==> src/design/fei_regs.svh <==
`ifndef FEI_REGS_SVH
`define FEI_REGS_SVH

// ----------------------------------------
// Register offsets (byte addresses)
// ----------------------------------------
`define FEI_CTL_OFS      12'h038
`define FEI_DATA_OFS     12'h03C
`define FEI_ADDR_OFS     12'h040

// ----------------------------------------
// Field positions
// ----------------------------------------
`define FEI_MASK_BIT     31
`define FEI_PEND_BIT     30
`define FEI_ADDR_LSB     2

// ----------------------------------------
// Reset values
// ----------------------------------------
`define FEI_MASK_RST     1'h1
`define FEI_DATA_RST     32'h0000_0000
`define FEI_ADDR_RST     30'h0000_0000

// ----------------------------------------
// Bus answers
// ----------------------------------------
`define FEI_RESP_OKAY    2'h0
`define FEI_RESP_SLVERR  2'h2

`endif

==> src/design/fei_pkg.sv <==
package fei_pkg;

  // ----------------------------------------
  // Message sender states
  // ----------------------------------------
  typedef enum logic [1:0]
  {
    FEI_IDLE = 2'b01,
    FEI_SEND = 2'b10
  } fei_msg_state_e;

  // ----------------------------------------
  // Fault status flags seen by the block
  // ----------------------------------------
  typedef struct packed
  {
    logic primary_fault_overflow;
    logic advanced_fault_overflow;
    logic page_request_overflow;
    logic completion_timeout_flag;
    logic bad_completion_flag;
    logic inval_queue_error;
    logic advanced_log_first_record;
    logic primary_log_pending;
  } fei_flags_s;

  typedef logic [31:0] fei_word_t;

endpackage

==> src/design/fei_reg_if.sv <==
`timescale 1ns/1ps

interface fei_reg_if;
  logic        wr_en;
  logic [11:0] wr_addr;
  logic [31:0] wr_data;
  logic [3:0]  wr_strb;
  logic        wr_hit;
  logic [11:0] rd_addr;
  logic [31:0] rd_data;
  logic        rd_hit;

  modport bus
  (
    output wr_en,
    output wr_addr,
    output wr_data,
    output wr_strb,
    output rd_addr,
    input  wr_hit,
    input  rd_data,
    input  rd_hit
  );

  modport regs
  (
    input  wr_en,
    input  wr_addr,
    input  wr_data,
    input  wr_strb,
    input  rd_addr,
    output wr_hit,
    output rd_data,
    output rd_hit
  );
endinterface

==> src/design/fei_axil.sv <==
`timescale 1ns/1ps
`include "fei_regs.svh"

module fei_axil
(
  input  wire logic        i_clk,
  input  wire logic        i_rst,
  input  wire logic [11:0] i_awaddr,
  input  wire logic        i_awvalid,
  output logic             o_awready,
  input  wire logic [31:0] i_wdata,
  input  wire logic [3:0]  i_wstrb,
  input  wire logic        i_wvalid,
  output logic             o_wready,
  output logic [1:0]       o_bresp,
  output logic             o_bvalid,
  input  wire logic        i_bready,
  input  wire logic [11:0] i_araddr,
  input  wire logic        i_arvalid,
  output logic             o_arready,
  output logic [31:0]      o_rdata,
  output logic [1:0]       o_rresp,
  output logic             o_rvalid,
  input  wire logic        i_rready,
  fei_reg_if.bus           rg
);
  import fei_pkg::*;

  logic        aw_held;
  logic [11:0] aw_addr;
  logic        w_held;
  logic [31:0] w_data;
  logic [3:0]  w_strb;
  wire         aw_take  = i_awvalid && o_awready;
  wire         w_take   = i_wvalid && o_wready;
  wire         do_write = aw_held && w_held && !o_bvalid;
  wire         ar_take  = i_arvalid && o_arready;

  // ----------------------------------------
  // Write channels, taken in either order
  // ----------------------------------------
  assign o_awready  = !aw_held && !o_bvalid;
  assign o_wready   = !w_held && !o_bvalid;
  assign rg.wr_en   = do_write;
  assign rg.wr_addr = aw_addr;
  assign rg.wr_data = w_data;
  assign rg.wr_strb = w_strb;

  always_ff @(posedge i_clk or posedge i_rst)
  begin
    if (i_rst)
    begin
      aw_held <= 1'b0;
      aw_addr <= 12'h000;
    end
    else if (aw_take)
    begin
      aw_held <= 1'b1;
      aw_addr <= i_awaddr;
    end
    else if (do_write)
      aw_held <= 1'b0;
  end

  always_ff @(posedge i_clk or posedge i_rst)
  begin
    if (i_rst)
    begin
      w_held <= 1'b0;
      w_data <= 32'h0000_0000;
      w_strb <= 4'h0;
    end
    else if (w_take)
    begin
      w_held <= 1'b1;
      w_data <= i_wdata;
      w_strb <= i_wstrb;
    end
    else if (do_write)
      w_held <= 1'b0;
  end

  always_ff @(posedge i_clk or posedge i_rst)
  begin
    if (i_rst)
    begin
      o_bvalid <= 1'b0;
      o_bresp  <= `FEI_RESP_OKAY;
    end
    else if (do_write)
    begin
      o_bvalid <= 1'b1;
      o_bresp  <= rg.wr_hit ? `FEI_RESP_OKAY : `FEI_RESP_SLVERR;
    end
    else if (i_bready)
      o_bvalid <= 1'b0;
  end

  // ----------------------------------------
  // Read channel
  // ----------------------------------------
  assign o_arready  = !o_rvalid;
  assign rg.rd_addr = i_araddr;

  always_ff @(posedge i_clk or posedge i_rst)
  begin
    if (i_rst)
    begin
      o_rvalid <= 1'b0;
      o_rdata  <= 32'h0000_0000;
      o_rresp  <= `FEI_RESP_OKAY;
    end
    else if (ar_take)
    begin
      o_rvalid <= 1'b1;
      o_rdata  <= rg.rd_hit ? rg.rd_data : 32'h0000_0000;
      o_rresp  <= rg.rd_hit ? `FEI_RESP_OKAY : `FEI_RESP_SLVERR;
    end
    else if (i_rready)
      o_rvalid <= 1'b0;
  end
endmodule

==> src/design/fei_msg.sv <==
`timescale 1ns/1ps

module fei_msg
(
  input  wire logic             i_clk,
  input  wire logic             i_rst,
  input  wire logic             i_pending,
  input  wire logic             i_mask,
  input  wire logic             i_hold,
  input  wire fei_pkg::fei_word_t i_addr,
  input  wire fei_pkg::fei_word_t i_data,
  input  wire logic             i_ready,
  output logic                  o_valid,
  output fei_pkg::fei_word_t    o_addr,
  output fei_pkg::fei_word_t    o_data,
  output logic                  o_sent
);
  import fei_pkg::*;

  fei_msg_state_e state;
  fei_msg_state_e next_state;
  wire            launch = i_pending && !i_mask && !i_hold;

  assign o_valid = (state == FEI_SEND) && !i_mask && i_pending;
  assign o_sent  = o_valid && i_ready;

  // ----------------------------------------
  // Launch, hand-over, withdraw on mask
  // ----------------------------------------
  always_comb
  begin
    next_state = state;
    unique case (state)
      FEI_IDLE: if (launch) next_state = FEI_SEND;
      FEI_SEND: if (o_sent || i_mask || !i_pending) next_state = FEI_IDLE;
    endcase
  end

  always_ff @(posedge i_clk or posedge i_rst)
  begin
    if (i_rst)
      state <= FEI_IDLE;
    else
      state <= next_state;
  end

  always_ff @(posedge i_clk or posedge i_rst)
  begin
    if (i_rst)
    begin
      o_addr <= 32'h0000_0000;
      o_data <= 32'h0000_0000;
    end
    else if (state == FEI_IDLE && launch)
    begin
      o_addr <= i_addr;
      o_data <= i_data;
    end
  end
endmodule

==> src/design/fei_top.sv <==
// What this block does
// - With the mask clear, an interrupt condition sends a message made of the data and address registers.
// - The mask bit, bit 31 of the control register, resets to 1 and software may set it.
// - No message ever leaves while the mask bit is set.
// - Every interrupt condition sets the read-only pending bit 30, including a primary fault record in primary logging.
// - In advanced logging, writing record 0 of the log and setting its flag is a condition.
// - Queue error, bad completion, completion timeout and page request overflow are conditions too.
// - A flag setting while any status flag is already set is not a new condition.
// - Pending stays set while the message is withheld by the mask or a transient hold.
// - Pending clears when the withheld message is finally sent.
// - In either logging mode, pending clears once all eight status flags, the primary flag included, are clear.
// - Data register bits 15:0 reset to zero and form the message payload.
// - Data bits 31:16 carry extended payload only when 32-bit data is supported, else read zero.
// - The message goes to the word-aligned address in bits 31:2 of the address register.
`timescale 1ns/1ps
`include "fei_regs.svh"

module fei_top
#(
  parameter int DATA_W = 32
)
(
  input  wire logic        I_CORE_CLK,
  input  wire logic        I_RST,
  input  wire logic [11:0] I_S_AXI_AWADDR,
  input  wire logic        I_S_AXI_AWVALID,
  output logic             O_S_AXI_AWREADY,
  input  wire logic [31:0] I_S_AXI_WDATA,
  input  wire logic [3:0]  I_S_AXI_WSTRB,
  input  wire logic        I_S_AXI_WVALID,
  output logic             O_S_AXI_WREADY,
  output logic [1:0]       O_S_AXI_BRESP,
  output logic             O_S_AXI_BVALID,
  input  wire logic        I_S_AXI_BREADY,
  input  wire logic [11:0] I_S_AXI_ARADDR,
  input  wire logic        I_S_AXI_ARVALID,
  output logic             O_S_AXI_ARREADY,
  output logic [31:0]      O_S_AXI_RDATA,
  output logic [1:0]       O_S_AXI_RRESP,
  output logic             O_S_AXI_RVALID,
  input  wire logic        I_S_AXI_RREADY,
  input  wire logic        I_ADV_LOG_MODE,
  input  wire logic        I_PRIMARY_LOG_PENDING,
  input  wire logic        I_ADVANCED_LOG_FIRST_RECORD,
  input  wire logic        I_INVAL_QUEUE_ERROR,
  input  wire logic        I_BAD_COMPLETION_FLAG,
  input  wire logic        I_COMPLETION_TIMEOUT_FLAG,
  input  wire logic        I_PAGE_REQUEST_OVERFLOW,
  input  wire logic        I_ADVANCED_FAULT_OVERFLOW,
  input  wire logic        I_PRIMARY_FAULT_OVERFLOW,
  input  wire logic        I_MSG_HOLD,
  output logic             O_MSG_VALID,
  input  wire logic        I_MSG_READY,
  output logic [31:0]      O_MSG_ADDR,
  output logic [31:0]      O_MSG_DATA,
  output logic             O_PENDING_FLAG,
  output logic             O_EVENT_MASK_BIT
);
  import fei_pkg::*;

  // ----------------------------------------
  // Parameter check
  // ----------------------------------------
  if (DATA_W != 16 && DATA_W != 32)
  begin : g_bad_width
    $error("DATA_W must be 16 or 32");
  end

  fei_reg_if  rg ();
  fei_flags_s flags;
  fei_flags_s flags_prev;
  fei_flags_s flags_rise;
  fei_flags_s cond_en;
  logic       event_mask_bit;
  logic       pending_flag;
  logic       next_pending;
  logic [31:0] msg_data_reg;
  logic [29:0] msg_addr_reg;
  logic       msg_sent;

  // ----------------------------------------
  // Bus slave
  // ----------------------------------------
  fei_axil u_axil
  (
    .i_clk     (I_CORE_CLK),
    .i_rst     (I_RST),
    .i_awaddr  (I_S_AXI_AWADDR),
    .i_awvalid (I_S_AXI_AWVALID),
    .o_awready (O_S_AXI_AWREADY),
    .i_wdata   (I_S_AXI_WDATA),
    .i_wstrb   (I_S_AXI_WSTRB),
    .i_wvalid  (I_S_AXI_WVALID),
    .o_wready  (O_S_AXI_WREADY),
    .o_bresp   (O_S_AXI_BRESP),
    .o_bvalid  (O_S_AXI_BVALID),
    .i_bready  (I_S_AXI_BREADY),
    .i_araddr  (I_S_AXI_ARADDR),
    .i_arvalid (I_S_AXI_ARVALID),
    .o_arready (O_S_AXI_ARREADY),
    .o_rdata   (O_S_AXI_RDATA),
    .o_rresp   (O_S_AXI_RRESP),
    .o_rvalid  (O_S_AXI_RVALID),
    .i_rready  (I_S_AXI_RREADY),
    .rg        (rg.bus)
  );

  // ----------------------------------------
  // Address decode
  // ----------------------------------------
  wire wr_ctl  = rg.wr_en && rg.wr_addr == `FEI_CTL_OFS;
  wire wr_data = rg.wr_en && rg.wr_addr == `FEI_DATA_OFS;
  wire wr_addr = rg.wr_en && rg.wr_addr == `FEI_ADDR_OFS;
  wire rd_ctl  = rg.rd_addr == `FEI_CTL_OFS;
  wire rd_data = rg.rd_addr == `FEI_DATA_OFS;
  wire rd_addr = rg.rd_addr == `FEI_ADDR_OFS;

  assign rg.wr_hit = rg.wr_addr == `FEI_CTL_OFS || rg.wr_addr == `FEI_DATA_OFS
                     || rg.wr_addr == `FEI_ADDR_OFS;
  assign rg.rd_hit = rd_ctl || rd_data || rd_addr;

  // ----------------------------------------
  // Register read views
  // ----------------------------------------
  wire [31:0] ctl_view  = {event_mask_bit, pending_flag, 30'h0000_0000};
  wire [31:0] data_view = msg_data_reg;
  wire [31:0] addr_view = {msg_addr_reg, 2'h0};

  assign rg.rd_data = rd_ctl  ? ctl_view  :
                      rd_data ? data_view :
                      rd_addr ? addr_view : 32'h0000_0000;

  // ----------------------------------------
  // Control register: mask only
  // ----------------------------------------
  always_ff @(posedge I_CORE_CLK or posedge I_RST)
  begin
    if (I_RST)
      event_mask_bit <= `FEI_MASK_RST;
    else if (wr_ctl && rg.wr_strb[3])
      event_mask_bit <= rg.wr_data[`FEI_MASK_BIT];
  end

  // ----------------------------------------
  // Data register per byte
  // ----------------------------------------
  for (genvar b = 0; b < 4; b++)
  begin : g_byte
    if (b * 8 < DATA_W)
    begin : g_live
      logic [7:0] byte_q;

      always_ff @(posedge I_CORE_CLK or posedge I_RST)
      begin
        if (I_RST)
          byte_q <= 8'(`FEI_DATA_RST >> (b * 8));
        else if (wr_data && rg.wr_strb[b])
          byte_q <= rg.wr_data[b*8 +: 8];
      end

      assign msg_data_reg[b*8 +: 8] = byte_q;
    end
    else
    begin : g_zero
      assign msg_data_reg[b*8 +: 8] = 8'h00;
    end
  end

  // ----------------------------------------
  // Address register, low two bits fixed
  // ----------------------------------------
  always_ff @(posedge I_CORE_CLK or posedge I_RST)
  begin
    if (I_RST)
      msg_addr_reg <= `FEI_ADDR_RST;
    else if (wr_addr)
    begin
      for (int b = 0; b < 4; b++)
      begin
        if (rg.wr_strb[b])
          msg_addr_reg <= next_addr(msg_addr_reg, rg.wr_data, rg.wr_strb);
      end
    end
  end

  function automatic logic [29:0] next_addr(logic [29:0] cur, logic [31:0] wd, logic [3:0] st);
    logic [31:0] full;
    full = {cur, 2'h0};
    for (int b = 0; b < 4; b++)
    begin
      if (st[b])
        full[b*8 +: 8] = wd[b*8 +: 8];
    end
    return full[31:`FEI_ADDR_LSB];
  endfunction

  // ----------------------------------------
  // Interrupt condition detection
  // ----------------------------------------
  assign flags.primary_log_pending       = I_PRIMARY_LOG_PENDING;
  assign flags.advanced_log_first_record = I_ADVANCED_LOG_FIRST_RECORD;
  assign flags.inval_queue_error         = I_INVAL_QUEUE_ERROR;
  assign flags.bad_completion_flag       = I_BAD_COMPLETION_FLAG;
  assign flags.completion_timeout_flag   = I_COMPLETION_TIMEOUT_FLAG;
  assign flags.page_request_overflow     = I_PAGE_REQUEST_OVERFLOW;
  assign flags.advanced_fault_overflow   = I_ADVANCED_FAULT_OVERFLOW;
  assign flags.primary_fault_overflow    = I_PRIMARY_FAULT_OVERFLOW;

  always_comb
  begin
    cond_en                           = '0;
    cond_en.primary_log_pending       = !I_ADV_LOG_MODE;
    cond_en.advanced_log_first_record = I_ADV_LOG_MODE;
    cond_en.inval_queue_error         = 1'b1;
    cond_en.bad_completion_flag       = 1'b1;
    cond_en.completion_timeout_flag   = 1'b1;
    cond_en.page_request_overflow     = 1'b1;
  end

  // ----------------------------------------
  // Flag history, a flag already up hides later rises
  // ----------------------------------------
  always_ff @(posedge I_CORE_CLK or posedge I_RST)
  begin
    if (I_RST)
      flags_prev <= '0;
    else
      flags_prev <= flags;
  end

  assign flags_rise = flags & ~flags_prev;

  wire any_prev   = |flags_prev;
  wire new_cond   = |(flags_rise & cond_en) && !any_prev;
  wire all_served = ~|flags;

  // ----------------------------------------
  // Pending flag, set wins over clear
  // ----------------------------------------
  always_comb
  begin
    next_pending = pending_flag;
    if (msg_sent || all_served)
      next_pending = 1'b0;
    if (new_cond)
      next_pending = 1'b1;
  end

  always_ff @(posedge I_CORE_CLK or posedge I_RST)
  begin
    if (I_RST)
      pending_flag <= 1'b0;
    else
      pending_flag <= next_pending;
  end

  // ----------------------------------------
  // Message sender
  // ----------------------------------------
  fei_msg u_msg
  (
    .i_clk     (I_CORE_CLK),
    .i_rst     (I_RST),
    .i_pending (pending_flag),
    .i_mask    (event_mask_bit),
    .i_hold    (I_MSG_HOLD),
    .i_addr    (addr_view),
    .i_data    (data_view),
    .i_ready   (I_MSG_READY),
    .o_valid   (O_MSG_VALID),
    .o_addr    (O_MSG_ADDR),
    .o_data    (O_MSG_DATA),
    .o_sent    (msg_sent)
  );

  // ----------------------------------------
  // Top outputs
  // ----------------------------------------
  assign O_PENDING_FLAG   = pending_flag;
  assign O_EVENT_MASK_BIT = event_mask_bit;
endmodule

==> config.mk <==
export PLATFORM = sky130hd
export DESIGN_NAME = fei_top
export DESIGN_NICKNAME = d
export VERILOG_FILES = /design/src/design/fei_pkg.sv /design/src/design/fei_reg_if.sv /design/src/design/fei_axil.sv /design/src/design/fei_msg.sv /design/src/design/fei_top.sv
export VERILOG_INCLUDE_DIRS = /design/src /design/src/design
export SDC_FILE = /design/constraint.sdc
export NUM_CORES = 1
export LEC_CHECK = 0
export BUFFER_PORTS_ARGS = -buffer_cell sky130_fd_sc_hd__buf_4
export CORE_UTILIZATION = 35
export CTS_CLUSTER_SIZE = 25
export DETAILED_ROUTE_END_ITERATION = 8
export GPL_ROUTABILITY_DRIVEN = 0
export SYNTH_ARGS = -nofsm -noshare
export SYNTH_HDL_FRONTEND = slang
export SYNTH_HIERARCHICAL = 1
export SYNTH_SLANG_ARGS = --single-unit
==> constraint.sdc <==
create_clock -name I_CORE_CLK -period 7.6 [get_ports I_CORE_CLK]
set_input_delay 0.76 -clock I_CORE_CLK [delete_from_list [all_inputs] [get_ports I_CORE_CLK]]
set_output_delay 0.76 -clock I_CORE_CLK [all_outputs]
set_load 0.005 [all_outputs]
; Word level (Yosys, flattened, before mapping)
; Index checks and enable logic that the tools add are counted.
[op_classes]
n_eq_ne = 10
muxes = 25
bitwise = 3
reduce_logical = 54
[op_table]
columns = op, count
row1 = $mux 32, 4
row2 = $mux 30, 3
row3 = $eq 12x6->1 const B, 4
row4 = $eq 12x7->1 const B, 2
row5 = $mux 8, 3
row6 = $reduce_or 8->1, 3
row7 = $logic_and 1x1->1, 22
row8 = $logic_not 1->1, 10
row9 = $reduce_and 2->1, 5
row10 = $reduce_bool 2->1, 5
row11 = $mux 1, 9
row12 = $and 8x6->8, 1
row13 = $and 8x8->8, 1
row14 = $mux 2, 4
row15 = $not 8->8, 1
row16 = $logic_or 1x1->1, 7
row17 = $mux 6, 1
row18 = $pmux 2 s2, 1
row19 = $reduce_bool 4->1, 1
row20 = $reduce_bool 3->1, 1
row21 = $eq 2x1->1 const B, 1
row22 = $eq 2x2->1 const B, 1
row23 = $ne 2x1->1 const B, 1
row24 = $ne 2x2->1 const B, 1
[totals]
reg_bits = 224
input_bits = 78
out_inout_bits = 108

; Depth between registers and ports, before layout
[logic_depth]
depth_word = 8
mapped_depth = 8

; Cells and area by module
; Netlist, hierarchy kept.
[modules_own_cells]
columns = module, instances, cells_per_inst, area_per_inst_um2
row1 = fei_axil, 1, 278, 3691.0
row2 = fei_top, 1, 231, 3320.7
row3 = fei_msg, 1, 148, 2803.9

; Least setup slack after synthesis
; OpenSTA, ideal clock, no wires.
[synth_timing]
kind = input to register
from = input I_S_AXI_ARADDR[11]
to = register u_axil.o_rdata[0]
setup_ns = 0.079
arrival_time_ns = 2.480
required_ns = 7.521
slack_ns = 5.041
cell_stages = 8
n_path_buf = 3
cell_sequence = buf_4 or4_4 or2_2 nor2_1 clkbuf_1 clkbuf_1 nand2_1 mux2i_1
[synth_between]
elab_chain_len = 4
[synth_rtl]
columns = item, line
row1 = "start, declared", fei_top.sv:35  ; input wire logic [11:0] I_S_AXI_ARADDR,
row2 = $eq 12x6->1 (no line), n/a
row3 = $logic_or 1x1->1, fei_top.sv:120  ; assign rg.rd_hit = rd_ctl || rd_data || rd_addr;
row4 = $logic_or 1x1->1 (*), fei_top.sv:120
row5 = net rg.rd_hit, fei_reg_if.sv:11  ; logic rd_hit;
row6 = $mux 32 (*), fei_axil.sv:116  ; o_rdata <= rg.rd_hit ? rg.rd_data : 32'h0000_0000;
row7 = "end signal, assigned", fei_axil.sv:116
row8 = "end, declared", fei_axil.sv:21  ; output logic [31:0] o_rdata,
; The timed path passes the listed nets; every way through them passes the cells marked *.
; A chain may end at the register's enable or synchronous reset.

; Worst setup path in the final report
[layout_timing]
from = input I_S_AXI_ARADDR[2]
to = register u_axil.o_rdata[13]
[layout_between]
elab_chain_len = 5
[layout_rtl]
columns = item, line
row1 = $eq 12x7->1 (no line), n/a
row2 = $mux 32, fei_top.sv:131  ; rd_addr ? addr_view : 32'h0000_0000;
row3 = $mux 32, fei_top.sv:130  ; rd_data ? data_view :
row4 = $mux 32 (*), fei_top.sv:129  ; assign rg.rd_data = rd_ctl ? ctl_view :
row5 = net rg.rd_data[13], fei_reg_if.sv:10  ; logic [31:0] rd_data;
row6 = $mux 32 (*), fei_axil.sv:116
; Marks and branches as above.

==> impl_metrics.yaml <==
setup_path:
  crit_top_cell: "buf_4"
  startpoint_type: "input pin"
  crit_type: "in2reg"
  crit_buf_inv: 2
  required_ns: 8.02
  cpMaxStageDelayCell: "nor4b_4"
  critPathMaxFanout: 15
  end_kind: "flip-flop"
  rrSetupSlack_ns: 4.73
  critPathArrivalTime_ns: 3.48
  crit_chain: "buf_4 -> nor4_1 -> nor4b_4 -> buf_4 -> a22o_1 -> nand2_1 -> mux2i_1"
  slowest_delay_ns: 0.98
  critPathTopFamily: "simple AND/OR/NAND/NOR gates"
logic_synthesis:
  syn-instance-count: 657
  ys_ff_latch: 224
  syn_avg_cell_area_um2: 14.9
  async_reset_ff_share_pct: 100
  yosysSeqAreaShare_pct: 57.1
  synth-main-ff-cell: "dfrtp_1"
  netlist_area_um2: 9820
  ys_warn_count: 6
  synth_cell_type_count: 54
  synth_edf_count: 0
sta:
  skew_ns: 0.00932
  worstMarginPinSlew_ns: 1.04
  holdWs_ns: 0.121
  final-hold-violation-count: 0
  final.min_clock_period_ns: 3.06
  fmax_mhz: 327
  fin_crit_sh_pct: 40.2
  setup_violations: 0
  final_max_slew_viol_count: 0
  timing.final.ws_setup_ns: 4.54
  rsz0062_at_grt: "false"
  slew-limit-headroom_pct: 30.7
  tns_ns: 0
cts:
  cts_resized: 0
  cts_tree: "yes"
  cts_buffers: 25
  cts.sink_count: 224
  cts_buffer_depth: 3
  clock_latency_ns: 0.51
  path_clk_slew_ns: 0.06
  postCtsHoldBufs: 0
  htree_levels: 1
  cts_setup_buffers: 0
  cts.root.buffer_cell: "clkbuf_16"
global_routing:
  grt_util_all_layers_pct: 16.1
  antenna_found_initial: 0
  grt_start_max_net_pins: 73
  grt_pass1_wl_um: 35400
  gr-total-overflow: 0
  grt_pass1_vias: 5980
route:
  via_count: 5771
  drc: 0
  viasPerCell: 4.71
  ant_nets: 0
  drtIter0Drc: 294
  wl_per_cell_um: 18.7
  first_pass_iters: 4
  wl_um: 22900
final_layout:
  area_growth_pct: 24.4
  post-route-util_pct: 44.8
  layout-drive-gt1-share_pct: 50.4
  nFillCells: 2546
  nNetsFinal: 914
  diodes: 0
run_status:
  status: "complete, no violations"
floorplanning:
  die_x_um: 169
  dieHeight_um: 169
  rows: 60
  core_um2: 27300
  die-area_um2: 28700
  pin_count: 186
  initial_core_util_pct: 36.0
power_and_ir_drop:
  totalPowerFinal_w: 0.00323
  vdd_drop_max_mv: 0.210
  p_leak_nw: 6.12
  power_density_nw_per_um2: 265
worst_hold_path:
  hold_path_class: "in2async"
placed_design:
  hpwl_um: 15200
  pre_cts_slack_ns: 4.18
  io_buffer_count: 183
job:
  drv_cap: 0
cells by family after synthesis:
| kind of cell | count (synthesis) | share of synthesized area, % |
|---|---|---|
| other cells | 2 | 0.0765 |
| flops | 224 | 57.1 |
| buf+inv | 86 | 5.43 |
| compound gates | 41 | 3.53 |
| simple gates | 92 | 6.51 |
| mux | 212 | 27.3 |
path summary, 6_finish.rpt:
| check | from | cells after the start | endpoint |
|---|---|---|---|
| max reg2reg | u_axil/o_bvalid$_DFFE_PP0P_ | 5 | g_byte[1].g_live.byte_q[2]$_DFFE_PP0P_ |
| max | I_S_AXI_ARADDR[2] | 7 | u_axil/o_rdata[13]$_DFFE_PP0P_ |
| max in group asynchronous | I_RST | 3 | u_axil/o_rdata[0]$_DFFE_PP0P_ |
| min in group I_CORE_CLK | I_PRIMARY_FAULT_OVERFLOW | 1 | flags_prev[7]$_DFF_PP0_ |
| min reg2reg | u_msg/o_data[6]$_DFFE_PP0P_ | 1 | u_msg/o_data[6]$_DFFE_PP0P_ |
| min | I_RST | 2 | u_msg/o_addr[0]$_DFFE_PP0P_ |
worst register-to-register path, cell delays in order, from the launching register on:
cell and delay (ns):
dfrtp_1 0.49, nand3b_1 0.34, inv_1 0.18, or3b_2 0.60, nor4_4 0.73, mux2_2 0.42
per-stage QoR:
| stage | std cells | area [um2] |
|---|---|---|
| finish | 1225 | 12200 |
| global placement | 1181 | 11400 |
| detailed placement | 1181 | 11400 |
| global route | 1225 | 12200 |
| CTS | 1225 | 12200 |
| floorplan | 659 | 9820 |
cell usage in the layout, fill, tap and decap left out, types with 2 or more instances in the layout:
cell and n:
nand2_1 33, conb_1 4, nor3_1 2, or4bb_1 4, nor4_1 5, mux2_4 90, clkbuf_1 8, clkbuf_8 5
dfstp_2 2, nor4bb_1 2, buf_4 192, or3_1 3, mux2i_1 35, a32oi_1 2, a22o_1 28, nor2_1 9
bufinv_16 2, nor4b_2 2, and4bb_2 2, nor4_4 4, nand4_1 3, clkbuf_16 25, nor2b_1 2, o21a_1 2
and2_1 3, mux2_1 2, dfrtp_1 222, inv_1 41, mux2_2 85, clkinv_2 5
cells in the mapped netlist (all sizes together), types with 2 or more instances:
library cell | n | area [um2]
a22o | 28 | 245
a32oi | 2 | 17.5
and2 | 3 | 18.8
and4bb | 2 | 25.0
buf | 35 | 340
clkbuf | 7 | 27.5
conb | 2 | 7.51
dfrtp | 222 | 5560
dfstp | 2 | 52.6
inv | 44 | 165
mux2 | 177 | 2330
mux2i | 35 | 350
nand2 | 33 | 124
nand2b | 3 | 28.8
nand4 | 3 | 18.8
nor2 | 10 | 37.5
nor2b | 3 | 18.8
nor3 | 2 | 10.0
nor3b | 2 | 25.0
nor4 | 9 | 116
nor4b | 3 | 47.5
nor4bb | 2 | 20.0
o21a | 2 | 15.0
or3 | 4 | 25.0
or4bb | 4 | 45.0
where the power goes:
part / switching (W) / leakage [nW] / total (W) / internal [W]
sequential: 0.000148 / 2.97 / 0.00151 / 0.00136
combinational: 0.000211 / 2.75 / 0.000535 / 0.000324
clock: 0.000466 / 0.394 / 0.00119 / 0.000720
layout make-up:
type	count	area [um2]	share of cell area, %
Timing Repair Buffer	192	1440	11.8
Clock inverter	6	82.6	0.677
Sequential cell	224	5610	45.9
Multi-Input combinational cell	349	3710	30.4
Clock buffer	38	724	5.93
Inverter	44	170	1.39
Tap cell	372	465	3.81
per-layer routing:
layer | global-route usage [%] | routed length [um]
met2 | 25.1 | 10400
met5 | 0 | 0
met3 | 2.96 | 1050
met4 | 3.37 | 424
met1 | 23.3 | 11100
Note: power is estimated with default switching activity, not from simulation.
